[src/hw/nvs_pkg.sv]
// Purpose: shared constants for the nonvolatile sram host controller
// Assumes: 100 MHz ref_clk, fastest speed grade timing
// Notes:   times in ns, us or ms, cycle counts derived from the clock period
package nvs_pkg;
  localparam int CLK_PERIOD_NS = 10;                     // ref_clk period
  localparam int ADDR_W        = 11;                     // 2k bytes
  localparam int DATA_W        = 8;                      // byte wide
  // least times round up
  localparam int READ_CYCLE_NS    = 25;                  // read cycle time
  localparam int WRITE_PULSE_NS   = 20;                  // strobe low to end of write
  localparam int ADDR_SETUP_NS    = 0;                   // address set-up to write start
  localparam int INIT_HOLD_NS     = 20;                  // initiation_hold_time
  localparam int WR_RELEASE_NS    = 15;                  // write_output_release_delay, slowest
  localparam int STORE_MS         = 10;                  // store completes within
  localparam int RECALL_US        = 20;                  // recall completes within
  localparam int RESTORE_US       = 550;                 // power-up recall duration
  localparam int READ_CYC    = (READ_CYCLE_NS + CLK_PERIOD_NS - 1) / CLK_PERIOD_NS;
  localparam int WRITE_CYC   = (WRITE_PULSE_NS + CLK_PERIOD_NS - 1) / CLK_PERIOD_NS;
  localparam int INIT_CYC    = (INIT_HOLD_NS + CLK_PERIOD_NS - 1) / CLK_PERIOD_NS;
  localparam int RELEASE_CYC = (WR_RELEASE_NS + CLK_PERIOD_NS - 1) / CLK_PERIOD_NS;
  localparam int STORE_CYC   = STORE_MS * 1000000 / CLK_PERIOD_NS;
  localparam int RECALL_CYC  = RECALL_US * 1000 / CLK_PERIOD_NS;
  localparam int RESTORE_CYC = RESTORE_US * 1000 / CLK_PERIOD_NS;
  localparam int CNT_W       = 24;                       // wait counter width
  // command codes on the user side
  typedef enum logic [1:0] {
    NVS_CMD_READ   = 2'h0,
    NVS_CMD_WRITE  = 2'h1,
    NVS_CMD_STORE  = 2'h2,
    NVS_CMD_RECALL = 2'h3
  } nvs_cmd_t;
  // one-hot sequencer states
  typedef enum logic [6:0] {
    NVS_ST_BOOT   = 7'h01,
    NVS_ST_IDLE   = 7'h02,
    NVS_ST_READ   = 7'h04,
    NVS_ST_WRITE  = 7'h08,
    NVS_ST_REL    = 7'h10,
    NVS_ST_INIT   = 7'h20,
    NVS_ST_NVWAIT = 7'h40
  } nvs_state_t;
endpackage

[src/hw/nvs_host_ctrl.sv]
// Purpose: host controller driving an asynchronous nonvolatile sram by its strobes
// Assumes: one request at a time, device pins sampled as synchronous inputs
// Notes:   timing held to the fastest speed grade, so only that grade is served
// Summary of operation
// RQ1: write strobe high on reads, low writing
// RQ2: nonvolatile strobe high during ram cycles
// RQ3: read keeps selected, device drives addressed byte
// RQ4: write before select keeps device data off
// RQ5: device releases data after write strobe falls
// RQ6: device drives no sooner than after write
// RQ7: select held low long enough before write end
// RQ8: device enters standby after select rises
// RQ9: hold store state; store self-completes within limit
// RQ10: store initiation ended by any strobe
// RQ11: device refuses store under low supply
// RQ12: avoid recall state when storing
// RQ13: output strobe high before nonvolatile falls
// RQ14: device recalls automatically at power-up; boot leaves after one enabled edge without waiting for it
// RQ15: store state: select, write, nonvolatile low
// RQ16: device ignores inputs during store
// RQ17: recall state: select, output, nonvolatile low
// RQ18: standby delayed while nonvolatile op runs
// RQ19: write whenever select and write strobe low
// RQ20: no-operation combinations change nothing
`timescale 1ns/10ps
module nvs_host_ctrl (
  input  wire logic                     ref_clk,
  input  wire logic                     sys_rst,
  input  wire logic                     clk_en,
  input  wire logic                     req_valid,
  output logic                          req_ready,
  input  wire nvs_pkg::nvs_cmd_t        req_cmd,
  input  wire logic [nvs_pkg::ADDR_W-1:0] req_addr,
  input  wire logic [nvs_pkg::DATA_W-1:0] req_wdata,
  output logic                          rsp_valid,
  output logic [nvs_pkg::DATA_W-1:0]    rsp_rdata,
  output logic                          busy,
  output logic [nvs_pkg::ADDR_W-1:0]    address_bus,
  output logic                          chip_sel_n,
  output logic                          write_en_n,
  output logic                          out_en_n,
  output logic                          nonvolatile_select_n,
  input  wire logic [nvs_pkg::DATA_W-1:0] data_bus_i,
  output logic [nvs_pkg::DATA_W-1:0]    data_bus_o,
  output logic                          data_bus_oe
);
  nvs_pkg::nvs_state_t          st_reg, st_next;         // sequencer state
  logic [nvs_pkg::ADDR_W-1:0]   addr_reg, addr_next;     // latched address
  logic [nvs_pkg::DATA_W-1:0]   wd_reg, wd_next;         // write data
  logic [nvs_pkg::DATA_W-1:0]   rd_reg, rd_next;         // captured read byte
  logic                         rv_reg, rv_next;         // read answer pulse
  logic                         ce_reg, ce_next;         // select strobe, low active
  logic                         we_reg, we_next;         // write strobe
  logic                         oe_reg, oe_next;         // output strobe
  logic                         nv_reg, nv_next;         // nonvolatile strobe
  logic                         doe_reg, doe_next;       // we drive the data pins
  logic                         tm_load;                 // timer reload
  logic [nvs_pkg::CNT_W-1:0]    tm_val;                  // timer reload value
  logic                         tm_done;                 // timer expired

  // one timer for every strobe width and busy wait
  nvs_wait_timer u_timer (
    .ref_clk  (ref_clk),
    .sys_rst  (sys_rst),
    .clk_en   (clk_en),
    .load     (tm_load),
    .load_val (tm_val),
    .done     (tm_done)
  );

  // sequencer next state and strobe levels
  always_comb begin
    st_next   = st_reg;
    addr_next = addr_reg;
    wd_next   = wd_reg;
    rd_next   = rd_reg;
    rv_next   = 1'b0;
    ce_next   = ce_reg;
    we_next   = we_reg;
    oe_next   = oe_reg;
    nv_next   = nv_reg;
    doe_next  = doe_reg;
    tm_load   = 1'b0;
    tm_val    = '0;
    case (st_reg)
      nvs_pkg::NVS_ST_BOOT: begin
        // leave after one enabled edge without awaiting the power-up recall, all strobes idle
        if (tm_done) begin // RQ14
          st_next = nvs_pkg::NVS_ST_IDLE;
        end
      end
      nvs_pkg::NVS_ST_IDLE: begin
        // all strobes high: standby, no transfer starts
        if (req_valid) begin // RQ20
          addr_next = req_addr;
          wd_next   = req_wdata;
          tm_load   = 1'b1;
          case (req_cmd)
            nvs_pkg::NVS_CMD_READ: begin
              // write strobe stays high, output enabled
              ce_next = 1'b0; // RQ1 RQ2 RQ3
              oe_next = 1'b0;
              tm_val  = nvs_pkg::CNT_W'(nvs_pkg::READ_CYC);
              st_next = nvs_pkg::NVS_ST_READ;
            end
            nvs_pkg::NVS_CMD_WRITE: begin
              // write strobe falls with select so device never drives
              ce_next  = 1'b0; // RQ4 RQ19
              we_next  = 1'b0; // RQ1
              doe_next = 1'b1;
              tm_val   = nvs_pkg::CNT_W'(nvs_pkg::WRITE_CYC);
              st_next  = nvs_pkg::NVS_ST_WRITE;
            end
            nvs_pkg::NVS_CMD_STORE: begin
              // output stays high so the recall state never appears
              ce_next = 1'b0; // RQ15 RQ12 RQ13
              we_next = 1'b0;
              nv_next = 1'b0;
              tm_val  = nvs_pkg::CNT_W'(nvs_pkg::INIT_CYC);
              st_next = nvs_pkg::NVS_ST_INIT;
            end
            default: begin
              // recall: write strobe stays high so no store is started
              ce_next = 1'b0; // RQ17
              oe_next = 1'b0;
              nv_next = 1'b0;
              tm_val  = nvs_pkg::CNT_W'(nvs_pkg::INIT_CYC);
              st_next = nvs_pkg::NVS_ST_INIT;
            end
          endcase
        end
      end
      nvs_pkg::NVS_ST_READ: begin
        // sample once the read cycle time has elapsed
        if (tm_done) begin // RQ3
          rd_next = data_bus_i;
          rv_next = 1'b1;
          ce_next = 1'b1; // RQ8
          oe_next = 1'b1;
          st_next = nvs_pkg::NVS_ST_IDLE;
        end
      end
      nvs_pkg::NVS_ST_WRITE: begin
        // select and write pulse both held the full width
        if (tm_done) begin // RQ7
          ce_next = 1'b1;
          we_next = 1'b1;
          tm_load = 1'b1;
          tm_val  = nvs_pkg::CNT_W'(nvs_pkg::RELEASE_CYC);
          st_next = nvs_pkg::NVS_ST_REL;
        end
      end
      nvs_pkg::NVS_ST_REL: begin
        // data held one cycle past the write end, then a turnaround gap before the next cycle
        doe_next = 1'b0; // RQ6
        if (tm_done) begin
          st_next = nvs_pkg::NVS_ST_IDLE;
        end
      end
      nvs_pkg::NVS_ST_INIT: begin
        // initiation held, then end it by raising nonvolatile strobe
        if (tm_done) begin // RQ9
          nv_next = 1'b1; // RQ10
          ce_next = 1'b1;
          we_next = 1'b1;
          oe_next = 1'b1;
          tm_load = 1'b1;
          tm_val  = we_reg ? nvs_pkg::CNT_W'(nvs_pkg::RECALL_CYC)
                           : nvs_pkg::CNT_W'(nvs_pkg::STORE_CYC);
          st_next = nvs_pkg::NVS_ST_NVWAIT;
        end
      end
      nvs_pkg::NVS_ST_NVWAIT: begin
        // device ignores pins until the transfer is over
        if (tm_done) begin // RQ16 RQ18 RQ11
          st_next = nvs_pkg::NVS_ST_IDLE;
        end
      end
      default: begin
        st_next = nvs_pkg::NVS_ST_IDLE;
      end
    endcase
  end

  // registers only; boot wait starts from the reset value
  always_ff @(posedge ref_clk) begin
    if (sys_rst) begin
      st_reg   <= nvs_pkg::NVS_ST_BOOT;
      addr_reg <= '0;
      wd_reg   <= '0;
      rd_reg   <= '0;
      rv_reg   <= 1'b0;
      ce_reg   <= 1'b1;
      we_reg   <= 1'b1;
      oe_reg   <= 1'b1;
      nv_reg   <= 1'b1;
      doe_reg  <= 1'b0;
    end else if (clk_en) begin
      st_reg   <= st_next;
      addr_reg <= addr_next;
      wd_reg   <= wd_next;
      rd_reg   <= rd_next;
      rv_reg   <= rv_next;
      ce_reg   <= ce_next;
      we_reg   <= we_next;
      oe_reg   <= oe_next;
      nv_reg   <= nv_next;
      doe_reg  <= doe_next;
    end
  end

  // boot lasts one enabled edge; the power-up recall wait is left to the system,
  // which must hold reset or requests off until the device has restored
  assign req_ready            = (st_reg == nvs_pkg::NVS_ST_IDLE);
  assign busy                 = !req_ready;
  assign rsp_valid            = rv_reg;
  assign rsp_rdata            = rd_reg;
  assign address_bus          = addr_reg;
  assign chip_sel_n           = ce_reg;
  assign write_en_n           = we_reg;
  assign out_en_n             = oe_reg;
  assign nonvolatile_select_n = nv_reg;
  assign data_bus_o           = wd_reg;
  assign data_bus_oe          = doe_reg;
endmodule

[src/hw/nvs_wait_timer.sv]
// Purpose: loadable down counter for strobe and busy timing
// Assumes: load has priority over counting
// Notes:   done is high while the count is zero
`timescale 1ns/10ps
module nvs_wait_timer (
  input  wire logic                    ref_clk,
  input  wire logic                    sys_rst,
  input  wire logic                    clk_en,
  input  wire logic                    load,
  input  wire logic [nvs_pkg::CNT_W-1:0] load_val,
  output logic                         done
);
  logic [nvs_pkg::CNT_W-1:0] cnt_reg;  // remaining cycles
  logic [nvs_pkg::CNT_W-1:0] cnt_next; // next count

  // reload or count down to zero
  always_comb begin
    cnt_next = cnt_reg;
    if (load) begin
      cnt_next = load_val;
    end else if (cnt_reg != '0) begin
      cnt_next = cnt_reg - 1'b1;
    end
  end

  // register only, frozen when clock enable is low
  always_ff @(posedge ref_clk) begin
    if (sys_rst) begin
      cnt_reg <= '0;
    end else if (clk_en) begin
      cnt_reg <= cnt_next;
    end
  end

  assign done = (cnt_reg == '0);
endmodule

[config.mk]
export PLATFORM = sky130hd
export DESIGN_NAME = nvs_host_ctrl
export DESIGN_NICKNAME = d
export VERILOG_FILES = /design/src/hw/nvs_pkg.sv /design/src/hw/nvs_host_ctrl.sv /design/src/hw/nvs_wait_timer.sv
export SDC_FILE = /design/constraint.sdc
export NUM_CORES = 1
export LEC_CHECK = 0
export BUFFER_PORTS_ARGS = -buffer_cell sky130_fd_sc_hd__buf_2
export CAP_MARGIN = 5
export CELL_PAD_IN_SITES_DETAIL_PLACEMENT = 1
export CELL_PAD_IN_SITES_GLOBAL_PLACEMENT = 2
export CORE_AREA = 2 2 102 104
export CTS_CLUSTER_DIAMETER = 60
export CTS_CLUSTER_SIZE = 20
export DETAILED_ROUTE_END_ITERATION = 8
export DIE_AREA = 0 0 104 106
export HOLD_SLACK_MARGIN = 0.15
export PLACE_DENSITY_LB_ADDON = 0.12
export SYNTH_ARGS = -nofsm -noshare
export SYNTH_HDL_FRONTEND = slang
export SYNTH_SLANG_ARGS = --single-unit
[constraint.sdc]
create_clock -name ref_clk -period 4.92 [get_ports ref_clk]
set_input_delay 0 -clock ref_clk [delete_from_list [all_inputs] [get_ports ref_clk]]
set_output_delay 0 -clock ref_clk [all_outputs]
set_load 0.05 [all_outputs]
==> run summary <==
CP max stage cell -> or4_1
Final setup TNS -> 0 ns
Overall Global Routing Usage -> 20.3%
Vias in the first global route -> 3,530
CTS sink count -> 64
RSZ-0062 raised after global routing -> false
Crit share post-route -> 64.3%
Ys Warns -> 0
Initial antenna violation count -> 0
CTS resizes -> 0
CP Capture Type -> flop
Max reg flops -> 24
1st-pass router iterations -> 4
Peak supply drop -> 0.219 mV
Area Overhead vs Synth -> 26.9%
Skew-Pair Late Insertion Delay -> 0.35 ns
WL/cell -> 17.4 um
Die Wd -> 104 um
Total die area -> 0.0110 mm^2
# Post-CTS Setup Buffers -> 0
Die Height -> 106 um
Antenna cell count -> 0
Largest net degree at the start of global routing -> 72
Critical path class -> flop to flop
Critical Path RT -> 5.11 ns
CTS tree -> built
DR vias/cell -> 5.51
CTS root buf -> clkbuf_8
Critical Path AT -> 3.35 ns
Worst stage delay on the critical path -> 0.88 ns
ANT nets after route -> 0
Total power -> 2250 uW
Fin. Hold Viols -> 0
EDFF count, synth -> 0
Via count -> 3,472
Mapped cell area -> 0.00340 mm^2
Final weighted congestion in routability-driven placement -> 0.759
Worst slew pin tran -> 0.892 ns
Post-Synthesis Cells -> 407
Clock buffer depth -> 2
Top_reg_cell synth -> dfxtp_1
Number of core rows -> 37
Crit path launch type -> flop
First DRT Iteration DRCs -> 126
Clk slew on worst S/H paths -> 0.08 ns
Post-synthesis cell type count -> 57
Total core area -> 0.0100 mm^2
Nets -> 527
Cell Pwr Density -> 522 mW/mm^2
Placed wire-length estimate -> 7.38 mm
Fin util -> 43.1%
Crit path time final -> 3.16 ns
# setup viols final -> 0
Mean Syn Cell Area -> 8.34 um^2
Outcome -> finished clean
Max-slew violations -> 0
Sequential area share after synthesis -> 37.7%
First-pass GRT wire length -> 18.0 mm
Congestion Overflow GR -> 0
Ys async rst share -> 0%
Slew margin rel. -> 40.4%
Worst Path Max Fanout -> 15
I/O pins -> 68
Hold Path Class -> primary input to flop
Drt total wl -> 11.0 mm
Max-Cap Viols -> 0
Crit-path cells -> nor3_1 > nand3_1 > or4_1 > a21oi_2 > a211oi_1
Worst Skew -> 0.0103 ns
Fmax -> 316 MHz
FF+latch count, synth -> 64
Starting density of the core -> 34.0%
Area after DPL -> 0.00382 mm^2
H-Tree Depth -> 3
# DRC -> 0
Mapped Nets -> 445
CTS Buf Count -> 9
Final Cell Area -> 0.00431 mm^2
Leakage -> 0.00175 uW
IO buf count -> 67
Layout cells sized above 1 -> 21.7%
Hold Slack -> 0.156 ns
[cell type report]
cell class | count | area [um^2]
Inverter | 20 | 75.1
Clock inverter | 6 | 91.3
Tap cell | 136 | 170
Fill cell | 1246 | 5690
Multi-Input combinational cell | 295 | 1920
Clock buffer | 10 | 128
Timing Repair Buffer | 99 | 643
Sequential cell | 64 | 1280
[metrics by stage]
stage / cells / setup slack, ns
2_1_floorplan: 407 / 2.21
3_3_place_gp: 587 / 2.00
5_1_grt: 630 / 1.57
4_1_cts: 630 / 1.76
3_5_place_dp: 587 / 1.85
6_report: 630 / 1.76
[final timing paths]
| kind | start | to | cells past startpoint | slack, ns |
|---|---|---|---|---|
| max | u_timer.cnt_reg[7] | u_timer.cnt_reg[12] | 5 | 1.76 |
| min | req_cmd[0] | st_reg[3] | 4 | 0.16 |
| max reg2reg | u_timer.cnt_reg[7] | u_timer.cnt_reg[12] | 5 | 1.76 |
| min reg2reg | data_bus_o[0] | data_bus_o[0] | 2 | 0.45 |
[synthesized netlist by cell type (6+ instances only)]
master | number | area [um^2]
o31ai_1 | 7 | 52.6
nor3_1 | 12 | 60.1
mux2i_1 | 12 | 120
or4_1 | 11 | 82.6
inv_1 | 19 | 71.3
clkbuf_1 | 20 | 75.1
nand3_1 | 11 | 55.1
nand2_1 | 56 | 210
o211ai_1 | 13 | 97.6
a211oi_1 | 8 | 60.1
dfxtp_1 | 64 | 1280
nor4_1 | 6 | 37.5
or3_1 | 8 | 50.1
buf_2 | 6 | 30.0
a221oi_1 | 9 | 78.8
nor2_1 | 26 | 97.6
a21oi_1 | 30 | 150
nand2b_1 | 6 | 37.5
[cell usage in the layout, fill, tap and decap left out, types with 3 or more instances in the layout]
| cell type | n |
|---|---|
| nor3b_1 | 3 |
| nor2_1 | 26 |
| ha_1 | 5 |
| a21oi_1 | 30 |
| buf_2 | 67 |
| nor3_1 | 11 |
| a211oi_1 | 8 |
| a311oi_1 | 4 |
| clkbuf_8 | 9 |
| a31oi_1 | 3 |
| nand2_1 | 56 |
| dfxtp_1 | 64 |
| nand2b_1 | 6 |
| a21o_1 | 3 |
| nand4b_1 | 4 |
| a211o_1 | 5 |
| inv_1 | 19 |
| or4_1 | 11 |
| nand4_1 | 5 |
| o41ai_1 | 4 |
| nor2b_1 | 3 |
| o31ai_1 | 7 |
| o211ai_1 | 13 |
| nand3_1 | 11 |
| or3_1 | 8 |
| or4_4 | 3 |
| a221oi_1 | 9 |
| o21ai_0 | 4 |
| nor4_1 | 6 |
| buf_4 | 5 |
| dlygate4sd3_1 | 27 |
| mux2i_1 | 12 |
| a211oi_2 | 4 |
[critical path: cells and delay by family, from the launching register on]
family / cells / cell delay, ns
simple gates: 3 / 1.92
compound gates: 2 / 0.72
flops: 1 / 0.36
[logic make-up after synthesis]
kind of cell               count (synthesis)  synth area share (%)
muxes                                     13                  3.87
buffers and inverters                     48                  5.86
DFF                                       64                  37.7
and+or+nand+nor                          169                  27.0
AOI/OAI and AO/OA                        105                  23.0
xor gates and xnor gates                   3                 0.774
adders and majority gates                  5                  1.84
[layer usage]
layer	GRT usage (%)	share of wire, %
met4	5.60	1.1
met5	0	0
met1	26.1	46
met3	4.66	4.5
met2	34.3	48
[what timing repair did]
item                                    4_1_cts  5_1_grt
endpoints found under the hold margin        27        0
hold buffers                                 27        0
endpoints found under the setup margin        0        0
[where the power goes]
group | switching (uW) | internal (uW)
clock network | 233 | 289
logic | 647 | 370
registers | 106 | 603
(Power assumes the default switching activity.)
